`config.mk`:
```
export PLATFORM = sky130hd
export DESIGN_NAME = scp_core
export DESIGN_NICKNAME = d
export VERILOG_FILES = /design/src/logic/scp_pkg.sv /design/src/logic/scp_core.sv
export VERILOG_INCLUDE_DIRS = /design/src /design/src/logic
export SDC_FILE = /design/constraint.sdc
export NUM_CORES = 2
export LEC_CHECK = 0
export ABC_AREA = 1
export BUFFER_PORTS_ARGS = -buffer_cell sky130_fd_sc_hd__buf_2
export CAP_MARGIN = 5
export CORE_UTILIZATION = 40
export DETAILED_ROUTE_END_ITERATION = 8
export PLACE_DENSITY_LB_ADDON = 0.1
export SYNTH_ARGS = -nofsm -noshare
export SYNTH_HDL_FRONTEND = slang
export SYNTH_SLANG_ARGS = --single-unit
```
`constraint.sdc`:
```
create_clock -name CLOCK -period 4.6 [get_ports CLOCK]
set_input_delay 0 -clock CLOCK [delete_from_list [all_inputs] [get_ports CLOCK]]
set_output_delay 0 -clock CLOCK [all_outputs]
set_load 0.005 [all_outputs]
```
`src/logic/scp_defs.svh`:
```
`ifndef SCP_DEFS_SVH
`define SCP_DEFS_SVH
// register byte offsets
`define SCP_A_CTRL 6'h00
`define SCP_A_THRESH 6'h04
`define SCP_A_RANGE 6'h08
`define SCP_A_OSTATE 6'h0C
`define SCP_A_POWER 6'h10
`define SCP_A_MAXPWR 6'h14
`define SCP_A_COUNT 6'h18
`define SCP_A_EVDATA 6'h1C
`define SCP_A_EVLEVEL 6'h20
`define SCP_A_SMP01 6'h24
`define SCP_A_SMP23 6'h28
`define SCP_A_SONIC0 6'h2C
`define SCP_A_SONIC1 6'h30
// field widths and reset values
`define SCP_CTRL_W 11
`define SCP_RST_RANGE 4'h0
`define SCP_RST_MAXPWR 16'hFFFF
// timing in Hz, plus the number of power steps
`define SCP_CLK_HZ 200000000
`define SCP_STAMP_HZ 10000
`define SCP_PWM_HZ 625
`define SCP_PWM_STEPS 16
`define SCP_SONIC_HZ 50
`define SCP_F_1A 40000
`define SCP_F_2A 20000
`define SCP_F_3A 3330
`define SCP_F_4A 2500
`define SCP_F_1C 10000
`define SCP_F_1C1A 5000
`endif

```
`src/logic/scp_pkg.sv`:
```
package scp_pkg;
  // acquisition sequencer
  typedef enum logic [1:0] {
    S_IDLE = 2'b00,
    S_NEXT = 2'b01,
    S_CONV = 2'b10
  } scp_state_t;
  // digital channel use
  typedef enum logic [1:0] {
    SN_OFF = 2'b00,
    SN_ONE = 2'b01,
    SN_TWO = 2'b10,
    SN_UPDN = 2'b11
  } scp_sonic_t;
  typedef struct packed {
    scp_sonic_t sonic_mode;
    logic evt_mode;
    logic dir_down;
    logic [1:0] cnt_ch;
    logic cnt_en;
    logic [3:0] ain_en;
  } scp_ctrl_t;
  typedef struct packed {
    logic [19:0] stamp;
    logic [11:0] sample;
  } scp_evt_t;
endpackage

```
`src/logic/scp_core.sv`:
```
// Behaviour
// RULE_01 - every enabled input is converted in each round, none blocks another.
// RULE_02 - a counter crossing of the threshold in the chosen direction adds exactly one.
// RULE_03 - crossings at least 100 us apart are counted separately; the code does so only for a lone counter (10 kHz rounds).
// RULE_04 - only one input can be the counter or event input, the rest stay analog.
// RULE_05 - event mode stores each crossing with a 0.1 ms time stamp in local memory; the code drops crossings while its 16 entries are full.
// RULE_06 - the counter path follows input signals up to 5 kHz; with analog inputs also on, code samples it at 5 or 2.5 kHz.
// RULE_07 - round rate is 40, 20, 3.33 or 2.5 kHz for one to four analog inputs.
// RULE_08 - round rate is 10 kHz for a lone counter and 5 kHz with one analog input.
// RULE_09 - each input picks the wide or low range pin, low range after reset.
// RULE_10 - each output channel A to D has four push-pull states.
// RULE_11 - each output indicator shows green, orange, red or off per state.
// RULE_12 - output power has 16 levels by gating at a 625 Hz period.
// RULE_13 - level n keeps the channel on for n sixteenths of the period.
// RULE_14 - a per-channel maximum level caps the applied level.
// RULE_15 - the digital channel can run as an up/down counter.
// RULE_16 - detectors get an init output and echoes are timed at 50 Hz or 25 Hz each.
// RULE_17 - a crossing needs the previous sample on the other side of the threshold.
`timescale 1ns/10ps
`include "scp_defs.svh"
module scp_core
  import scp_pkg::*;
#(
  parameter int CLK_HZ = `SCP_CLK_HZ,
  parameter int STAMP_HZ = `SCP_STAMP_HZ,
  parameter int PWM_HZ = `SCP_PWM_HZ,
  parameter int SONIC_HZ = `SCP_SONIC_HZ,
  parameter int F_1A = `SCP_F_1A,
  parameter int F_2A = `SCP_F_2A,
  parameter int F_3A = `SCP_F_3A,
  parameter int F_4A = `SCP_F_4A,
  parameter int F_1C = `SCP_F_1C,
  parameter int F_1C1A = `SCP_F_1C1A,
  parameter int EV_AW = 4
) (
  input wire logic CLOCK,
  input wire logic SRST,
  input wire logic [5:0] AVS_ADDRESS,
  input wire logic AVS_READ,
  input wire logic AVS_WRITE,
  input wire logic [31:0] AVS_WRITEDATA,
  input wire logic [3:0] AVS_BYTEENABLE,
  output logic [31:0] AVS_READDATA,
  output logic AVS_WAITREQUEST,
  output logic ADC_START,
  output logic [1:0] ADC_SEL,
  output logic ADC_WIDE,
  input wire logic ADC_DONE,
  input wire logic [11:0] ADC_DATA,
  input wire logic [1:0] SONIC_ECHO,
  output logic [1:0] SONIC_INIT,
  output logic [7:0] OUT_DRIVE,
  output logic [3:0] LED_GREEN,
  output logic [3:0] LED_RED
);
  localparam logic [31:0] C_1A = 32'(CLK_HZ / F_1A);
  localparam logic [31:0] C_2A = 32'(CLK_HZ / F_2A);
  localparam logic [31:0] C_3A = 32'(CLK_HZ / F_3A);
  localparam logic [31:0] C_4A = 32'(CLK_HZ / F_4A);
  localparam logic [31:0] C_1C = 32'(CLK_HZ / F_1C);
  localparam logic [31:0] C_1C1A = 32'(CLK_HZ / F_1C1A);
  localparam logic [31:0] C_STAMP = 32'(CLK_HZ / STAMP_HZ);
  localparam logic [31:0] C_SLOT = 32'(CLK_HZ / (PWM_HZ * `SCP_PWM_STEPS));
  localparam logic [31:0] C_PING = 32'(CLK_HZ / SONIC_HZ);

  // refuse rates the dividers cannot reach
  if (C_SLOT < 1 || C_STAMP < 1 || C_PING < 1 || C_1A < 1) begin : g_chk
    $error("scp_core: clock too slow for the requested rates");
  end
  if (EV_AW < 1 || EV_AW > 10) begin : g_chk_ev
    $error("scp_core: event memory depth out of range");
  end

  ////////////////////////////////////////////////////////////////////
  // register bus
  scp_ctrl_t ctrl;
  logic [11:0] thresh;
  logic [3:0] range;
  logic [7:0] ostate;
  logic [15:0] power;
  logic [15:0] maxpwr;
  logic [31:0] count;
  logic [31:0] sonic_t [2];
  logic [31:0] updn;
  logic [11:0] smp [4];
  scp_evt_t ev_mem [2**EV_AW];
  logic [EV_AW:0] ev_wp;
  logic [EV_AW:0] ev_rp;
  logic [31:0] next_rdata;

  // one wait cycle: request seen, answer next cycle
  wire rd_go = AVS_READ & ~AVS_WAITREQUEST;
  wire wr_go = AVS_WRITE & ~AVS_WAITREQUEST & (AVS_BYTEENABLE == 4'hF);
  wire wr_ctrl = wr_go & (AVS_ADDRESS == `SCP_A_CTRL);
  wire cnt_clr = wr_go & (AVS_ADDRESS == `SCP_A_COUNT);
  wire updn_clr = wr_go & (AVS_ADDRESS == `SCP_A_SONIC0);
  wire [EV_AW:0] ev_lvl = ev_wp - ev_rp;
  wire ev_empty = (ev_lvl == '0);
  wire ev_full = ev_lvl[EV_AW];
  wire ev_pop = rd_go & (AVS_ADDRESS == `SCP_A_EVDATA) & ~ev_empty;

  // read mux, unmapped words read as zero
  always_comb begin
    next_rdata = 32'h0;
    if (AVS_ADDRESS == `SCP_A_CTRL) begin
      next_rdata = 32'(ctrl);
    end else if (AVS_ADDRESS == `SCP_A_THRESH) begin
      next_rdata = {20'h0, thresh};
    end else if (AVS_ADDRESS == `SCP_A_RANGE) begin
      next_rdata = {28'h0, range};
    end else if (AVS_ADDRESS == `SCP_A_OSTATE) begin
      next_rdata = {24'h0, ostate};
    end else if (AVS_ADDRESS == `SCP_A_POWER) begin
      next_rdata = {16'h0, power};
    end else if (AVS_ADDRESS == `SCP_A_MAXPWR) begin
      next_rdata = {16'h0, maxpwr};
    end else if (AVS_ADDRESS == `SCP_A_COUNT) begin
      next_rdata = count;
    end else if (AVS_ADDRESS == `SCP_A_EVDATA) begin
      next_rdata = ev_empty ? 32'h0 : ev_mem[ev_rp[EV_AW-1:0]];
    end else if (AVS_ADDRESS == `SCP_A_EVLEVEL) begin
      next_rdata = 32'(ev_lvl);
    end else if (AVS_ADDRESS == `SCP_A_SMP01) begin
      next_rdata = {4'h0, smp[1], 4'h0, smp[0]};
    end else if (AVS_ADDRESS == `SCP_A_SMP23) begin
      next_rdata = {4'h0, smp[3], 4'h0, smp[2]};
    end else if (AVS_ADDRESS == `SCP_A_SONIC0) begin
      next_rdata = (ctrl.sonic_mode == SN_UPDN) ? updn : sonic_t[0];
    end else if (AVS_ADDRESS == `SCP_A_SONIC1) begin
      next_rdata = sonic_t[1];
    end
  end

  // bus handshake and data capture
  always_ff @(posedge CLOCK) begin
    if (SRST) begin
      AVS_WAITREQUEST <= 1'b1;
      AVS_READDATA <= 32'h0;
    end else begin
      AVS_WAITREQUEST <= ~((AVS_READ | AVS_WRITE) & AVS_WAITREQUEST);
      if (AVS_READ & AVS_WAITREQUEST) begin
        AVS_READDATA <= next_rdata;
      end
    end
  end

  // software written settings; range defaults to the low pin
  always_ff @(posedge CLOCK) begin
    if (SRST) begin
      ctrl <= '0;
      thresh <= 12'h0;
      range <= `SCP_RST_RANGE; // RULE_09
      ostate <= 8'h0;
      power <= 16'h0;
      maxpwr <= `SCP_RST_MAXPWR;
    end else if (wr_go) begin
      if (wr_ctrl) begin
        ctrl <= scp_ctrl_t'(AVS_WRITEDATA[`SCP_CTRL_W-1:0]);
      end else if (AVS_ADDRESS == `SCP_A_THRESH) begin
        thresh <= AVS_WRITEDATA[11:0];
      end else if (AVS_ADDRESS == `SCP_A_RANGE) begin
        range <= AVS_WRITEDATA[3:0]; // RULE_09
      end else if (AVS_ADDRESS == `SCP_A_OSTATE) begin
        ostate <= AVS_WRITEDATA[7:0]; // RULE_10
      end else if (AVS_ADDRESS == `SCP_A_POWER) begin
        power <= AVS_WRITEDATA[15:0];
      end else if (AVS_ADDRESS == `SCP_A_MAXPWR) begin
        maxpwr <= AVS_WRITEDATA[15:0]; // RULE_14
      end
    end
  end

  ////////////////////////////////////////////////////////////////////
  // acquisition rounds
  // a 2-bit select means only one input can ever be the counter
  wire [3:0] cnt_mask = ctrl.cnt_en ? (4'h1 << ctrl.cnt_ch) : 4'h0; // RULE_04
  wire [3:0] ain = ctrl.ain_en & ~cnt_mask;
  wire [3:0] act = ain | cnt_mask;
  wire [2:0] n_ain = 3'($countones(ain));
  // more inputs than a row allows fall back to the slowest rate
  wire [31:0] period = !ctrl.cnt_en ? // RULE_07
    ((n_ain == 3'h1) ? C_1A : (n_ain == 3'h2) ? C_2A : (n_ain == 3'h3) ? C_3A : C_4A) :
    ((n_ain == 3'h0) ? C_1C : (n_ain == 3'h1) ? C_1C1A : C_4A); // RULE_08
  logic [31:0] rate_cnt;
  wire round_tick = (rate_cnt >= period - 32'h1);
  scp_state_t state;
  logic [1:0] idx;
  wire last = (idx == 2'h3);
  wire conv_done = (state == S_CONV) & ADC_DONE;

  // round divider; a tick during a busy round is dropped
  always_ff @(posedge CLOCK) begin
    if (SRST || wr_ctrl || round_tick) begin
      rate_cnt <= 32'h0;
    end else begin
      rate_cnt <= rate_cnt + 32'h1;
    end
  end

  // walk all enabled inputs in one round
  always_ff @(posedge CLOCK) begin
    if (SRST) begin
      state <= S_IDLE;
      idx <= 2'h0;
      ADC_START <= 1'b0;
      ADC_SEL <= 2'h0;
      ADC_WIDE <= 1'b0;
    end else begin
      ADC_START <= 1'b0;
      case (state)
        S_IDLE: begin
          idx <= 2'h0;
          if (round_tick && act != 4'h0) begin
            state <= S_NEXT; // RULE_01
          end
        end
        S_NEXT: begin
          if (act[idx]) begin
            ADC_START <= 1'b1;
            ADC_SEL <= idx;
            ADC_WIDE <= range[idx]; // RULE_09
            state <= S_CONV;
          end else if (last) begin
            state <= S_IDLE;
          end else begin
            idx <= idx + 2'h1;
          end
        end
        S_CONV: begin
          if (ADC_DONE) begin
            state <= last ? S_IDLE : S_NEXT;
            idx <= idx + 2'h1;
          end
        end
        default: state <= S_IDLE;
      endcase
    end
  end

  ////////////////////////////////////////////////////////////////////
  // counter and event input
  logic [31:0] stamp_div;
  logic [19:0] stamp;
  logic prev_ok;
  wire is_cnt = conv_done & ctrl.cnt_en & (idx == ctrl.cnt_ch);
  wire [11:0] prev = smp[idx];
  // both samples must straddle the threshold, one sample per round
  wire up_x = (prev < thresh) & (ADC_DATA >= thresh); // RULE_17
  wire dn_x = (prev >= thresh) & (ADC_DATA < thresh); // RULE_17
  wire cnt_hit = is_cnt & prev_ok & (ctrl.dir_down ? dn_x : up_x); // RULE_02
  wire ev_push = cnt_hit & ctrl.evt_mode & ~ev_full;

  // 0.1 ms time base for stamps
  always_ff @(posedge CLOCK) begin
    if (SRST || stamp_div >= C_STAMP - 32'h1) begin
      stamp_div <= 32'h0;
    end else begin
      stamp_div <= stamp_div + 32'h1;
    end
    if (SRST) begin
      stamp <= 20'h0;
    end else if (stamp_div >= C_STAMP - 32'h1) begin
      stamp <= stamp + 20'h1; // RULE_05
    end
  end

  // samples, pulse count and event memory; a hit beats a clear
  always_ff @(posedge CLOCK) begin
    if (SRST) begin
      smp <= '{default: 12'h0};
      count <= 32'h0;
      prev_ok <= 1'b0;
      ev_wp <= '0;
      ev_rp <= '0;
    end else begin
      if (conv_done) begin
        smp[idx] <= ADC_DATA;
      end
      if (wr_ctrl) begin
        prev_ok <= 1'b0;
      end else if (is_cnt) begin
        prev_ok <= 1'b1;
      end
      if (cnt_clr) begin
        count <= cnt_hit ? 32'h1 : 32'h0; // RULE_03
      end else if (cnt_hit) begin
        count <= count + 32'h1; // RULE_06
      end
      if (ev_push) begin
        ev_mem[ev_wp[EV_AW-1:0]] <= '{stamp: stamp, sample: ADC_DATA}; // RULE_05
        ev_wp <= ev_wp + 1'b1;
      end
      if (ev_pop) begin
        ev_rp <= ev_rp + 1'b1;
      end
    end
  end

  ////////////////////////////////////////////////////////////////////
  // digital channel: motion detectors or up/down counter
  logic [1:0] e1;
  logic [1:0] e2;
  logic [1:0] e3;
  logic [1:0] echo;
  logic [1:0] echo_d;
  logic [31:0] ping_div;
  logic [31:0] tcnt;
  logic sn_sel;
  // a change counts only once stages two and three agree
  wire [1:0] next_echo = (e2 & e3) | (echo & (e2 ^ e3));
  wire [1:0] echo_rise = echo & ~echo_d;
  wire ping = (ping_div >= C_PING - 32'h1);
  wire sonic_on = (ctrl.sonic_mode == SN_ONE) | (ctrl.sonic_mode == SN_TWO);
  wire fire_d = (ctrl.sonic_mode == SN_TWO) & sn_sel;
  wire updn_step = (ctrl.sonic_mode == SN_UPDN) & echo_rise[0];

  always_ff @(posedge CLOCK) begin
    if (SRST) begin
      {e1, e2, e3, echo, echo_d} <= 10'h0;
      ping_div <= 32'h0;
      tcnt <= 32'h0;
      sn_sel <= 1'b0;
      SONIC_INIT <= 2'h0;
      sonic_t <= '{default: 32'h0};
      updn <= 32'h0;
    end else begin
      e1 <= SONIC_ECHO;
      e2 <= e1;
      e3 <= e2;
      echo <= next_echo;
      echo_d <= echo;
      ping_div <= ping ? 32'h0 : ping_div + 32'h1;
      tcnt <= tcnt + 32'h1;
      if (ping && sonic_on) begin
        // two detectors share the ping rate, halving each one's rate
        SONIC_INIT <= fire_d ? 2'h2 : 2'h1; // RULE_16
        sn_sel <= ~sn_sel;
        tcnt <= 32'h0;
      end else if (!sonic_on) begin
        SONIC_INIT <= 2'h0;
      end else begin
        for (int d = 0; d < 2; d++) begin
          if (SONIC_INIT[d] && echo_rise[d]) begin
            SONIC_INIT[d] <= 1'b0;
            sonic_t[d] <= tcnt; // RULE_16
          end
        end
      end
      // pulse on line 0, direction on line 1 (high counts down)
      if (updn_clr) begin
        updn <= updn_step ? (echo[1] ? 32'hFFFFFFFF : 32'h1) : 32'h0;
      end else if (updn_step) begin
        updn <= echo[1] ? updn - 32'h1 : updn + 32'h1; // RULE_15
      end
    end
  end

  ////////////////////////////////////////////////////////////////////
  // output channels
  logic [31:0] slot_div;
  logic [3:0] phase;
  // one slot is a sixteenth of the period
  always_ff @(posedge CLOCK) begin
    if (SRST || slot_div >= C_SLOT - 32'h1) begin
      slot_div <= 32'h0;
    end else begin
      slot_div <= slot_div + 32'h1;
    end
    if (SRST) begin
      phase <= 4'h0;
    end else if (slot_div >= C_SLOT - 32'h1) begin
      phase <= phase + 4'h1; // RULE_12
    end
  end

  for (genvar i = 0; i < 4; i++) begin : g_out
    wire [3:0] want = power[4*i +: 4];
    wire [3:0] cap = maxpwr[4*i +: 4];
    wire [3:0] lvl = (want > cap) ? cap : want; // RULE_14
    wire [1:0] st = ostate[2*i +: 2];
    wire on = (phase < lvl); // RULE_13
    // off slots pull both wires low, so the load coasts
    always_ff @(posedge CLOCK) begin
      if (SRST) begin
        OUT_DRIVE[2*i +: 2] <= 2'h0;
        LED_GREEN[i] <= 1'b0;
        LED_RED[i] <= 1'b0;
      end else begin
        OUT_DRIVE[2*i +: 2] <= on ? st : 2'h0; // RULE_10
        LED_GREEN[i] <= st[0]; // RULE_11
        LED_RED[i] <= st[1]; // RULE_11
      end
    end
  end
endmodule // scp_core

```
==> impl_summary.log <==
[metrics] number of flops mapped to enable cells by yosys: 512
[metrics] die outline width: 345 um
[metrics] antenna violations before repair: 2
[metrics] number of failing hold endpoints at the final stage: 0
[metrics] worst-skew pair later-pin latency: about 730 ps
[metrics] mean area per synthesized cell: 8.68 um^2
[metrics] buffer and inverter count on the worst path: 4
[metrics] Vert. Die Dim: 345 um
[metrics] post-route met1 wirelength: about 70,000 um
[metrics] amount of wire on met3 after detailed routing: 8880 um
[metrics] Final Setup Violations: 0
[metrics] residual antenna-violating net count after detailed routing: 0
[metrics] clock transition at the registers of the reported paths: about 60 ps
[metrics] WL per Instance: 21.0 um
[metrics] global route overflow: 0
[metrics] clock tree from TritonCTS: yes
[metrics] number of global-route vias before repair: about 35k
[metrics] first-pass GRT wire length: 224,000 um
[metrics] worst reg-to-reg path cell count: 17
[metrics] final sum of negative setup slack: 0 ps
[metrics] critical path peak fanout: 30
[metrics] post-synthesis cell type count: between 50 and 60
[metrics] Sinks on Clock Net: 1,024
[metrics] setup repair after global routing missed its margin: no
[metrics] number of optimization iterations in the first detailed-route pass: 6
[metrics] Max H-tree Level: 3
[metrics] synthesized netlist cell count: 5,421
[metrics] footprint of the flip-flops and latches: 0.0256 mm^2
[metrics] CP startpoint kind: flip-flop
[metrics] kind of capture point of the worst setup path: flip-flop
[metrics] top layer in use: met5
[metrics] worst hold path endpoint: maxpwr[15]
[metrics] highest ir drop seen on vdd: 0.000346 V
[metrics] share of synthesized area occupied by flip-flops and latches: a little over half
[metrics] area leader, netlist: edfxtp_1
[metrics] final slew viol count: 0
[metrics] max reg flops: 512
[metrics] period utilization: roughly nine tenths
[metrics] site row count: 125
[metrics] root cell of the clock tree: clkbuf_16
[metrics] Boundary Pins: 116
[metrics] via-per-instance ratio: approximately 5.3
[metrics] total of flip-flops plus latches after synthesis: approximately 1k
[metrics] overall fraction of global-route tracks in use: 24.9%
[metrics] result of the run: finished, final reports clean
[metrics] Syn-to-layout area delta: 14.6%
[metrics] Final min period: 4050 ps
[metrics] required time of the worst setup path: ~5000 ps
[metrics] area of the die: 0.119 mm^2
[metrics] global placement routability congestion: roughly 0.9
[metrics] HPWL reported at the end of detailed placement: ~100,000 um
[metrics] dominant cell by count in the synthesized netlist: nand2_1
[metrics] slowest cell on the critical path: nor2_4
[metrics] share of layout cells above drive strength 1: approximately 8.3%
[metrics] number of warnings issued by yosys: 0
[metrics] multi-input logic area: 0.0193 mm^2
[metrics] Reg-to-Reg End: ev_mem[6][31]
[metrics] Critical Path Max Stage Delay: 550 ps
[metrics] max-slew headroom at the worst pin: 29.6%
[metrics] list of most frequent post-synthesis cells: nand2_1 (1,296), nand3_1 (641), dfxtp_1 (512), edfxtp_1 (512), a21oi_1 (460)
[metrics] Fin Hold WS: between 50 and 60 ps
[metrics] Routed Wire Length: 151,000 um
[metrics] number of nets in the final layout: 5,779
[metrics] reported leakage power: ~20 nW
[metrics] data arrival at the endpoint of the critical path: about 4500 ps
[metrics] Least-Margin Pin Slew: 1040 ps
[metrics] total DRC errors in the routed layout: 0
[metrics] hold path start: AVS_WRITEDATA[15]
[metrics] worst hold path type: in2reg
[metrics] source of the worst register-to-register timing path: idx[0]
[metrics] Longest Clk Path Bufs: 3
[metrics] fill cell count: 11.4k
[metrics] combined area of all synthesized cells: ~0.047 mm^2
[metrics] f_max: 0.247 GHz
[metrics] reg2reg setup slack: 550 ps
[metrics] dominant cells by area after synthesis: edfxtp_1 (33%), dfxtp_1 (22%), nand2_1 (10%)
[metrics] most instantiated flip-flop cell in the synthesis netlist: edfxtp_1
[metrics] overall power consumption: approximately 20 mW
[metrics] proportion of netlist area held by the largest area contributor: 32.7%
[metrics] fraction of registers with async set/reset: 0%
[metrics] power density cells: 373 mW/mm^2
[metrics] quantity of I/O buffers inserted on ports: 99
[metrics] CP Cell Sequence: inv_1, buf_4, o21ai_0, o22ai_1, ha_1, nand2_1, inv_1, o21ai_0, a21oi_1, nor2_1, nand2_1, a21boi_0, nand3_1, nor2_1, nand2_1, nor2_4, buf_12
[metrics] initial cell density of the core: ~40%
[metrics] max cap viols: 0
[metrics] length of routed met2 wiring: 68,700 um
[metrics] number of buffers created by CTS: 113
[metrics] 1st-iter DRT viols: 3,420
[metrics] Cells on Worst Hold Path: 4
[metrics] Top delay family on crit path: simple AND/OR/NAND/NOR gates
[metrics] clock skew after layout: 43.6 ps
[metrics] Std-Cell Core Area: 0.116 mm^2
[metrics] type of the setup path with the least slack: reg2reg
[metrics] largest net degree at the start of global routing: approximately 150
[metrics] crit-path most repeated cell: nand2_1
[metrics] total number of vias: between 30k and 40k
tightest hold or removal path, stage by stage:
cell           delay, ps
dlygate4sd3_1        510
buf_2                110
nand2_1               50
o211ai_1              60
repair_timing:
item                                    CTS  global route
setup buffers                             0             0
hold buffers                             36             0
hold endpoints to repair                360             0
endpoints found under the setup margin    0            34
resized for setup                         0             4
final cells by class:
type	count	share of cell area, %
Inverter	357	2.51
Antenna cell	1	0.00464
Multi-Input combinational cell	3844	35.9
Tap cell	1524	3.54
Clock inverter	67	1.44
Clock buffer	146	5.74
Timing Repair Buffer	231	3.31
Sequential cell	1024	47.6
how the worst max path moves through the flow:
stage | start | endpoint | slack, ps | depth (start not counted)
3_5_place_dp | ctrl[4] | rate_cnt[23] | 390 | 24
4_1_cts | ctrl[4] | rate_cnt[23] | 350 | 24
2_1_floorplan | idx[0] | ev_mem[0][0] | 230 | 18
5_1_grt | ctrl[5] | rate_cnt[25] | 80 | 23
6_report | idx[0] | ev_mem[6][31] | 550 | 17
3_3_place_gp | ctrl[4] | rate_cnt[26] | 390 | 24
layout by cell type, fill, tap and decap left out, drive strengths merged, types with 59 or more instances in the layout:
master  instances
dfxtp         512
xor2           60
inv           358
o21ai         280
nand4          71
nand3         643
clkbuf        146
nand2        1301
ha            144
conb           59
a21oi         461
edfxtp        512
nor3           76
buf           195
nor2          463
kinds of logic after synthesis:
kind of cell / Yosys count / share of synthesized area [%]
AOI/OAI and AO/OA: 889 / 10.2
DFF: 1024 / 54.5
adders and majority gates: 147 / 3.96
xor gates and xnor gates: 87 / 1.62
other: 2 / 0.0160
and+or+nand+nor: 2662 / 24.5
buffers and inverters: 610 / 5.15
power breakdown:
part           internal (mW)  total (mW)  switching [mW]
clock                   5.55        9.45            3.90
sequential              9.60        9.67          0.0690
combinational          0.304       0.967           0.663
stage by stage:
| step | util (%) | std cells | instance area (um^2) | setup slack (ps) |
|---|---|---|---|---|
| 2_1_floorplan | - | 5478 | 47200 | 226 |
| 4_1_cts | 46.3 | 7193 | 53900 | 353 |
| 3_3_place_gp | 42.7 | 6944 | 49600 | 386 |
| 6_report | 46.3 | 7194 | 53900 | 548 |
| 5_1_grt | 46.3 | 7193 | 53900 | 76.6 |
| 3_5_place_dp | 42.7 | 6944 | 49600 | 393 |
per-layer routing:
layer	vias to the layer above	GRT usage, %
li1	18800	-
met1	18300	35.5
met2	1082	39.4
met3	183	3.51
met4	2	6.52
met5	-	0
(Power assumes the default switching activity.)
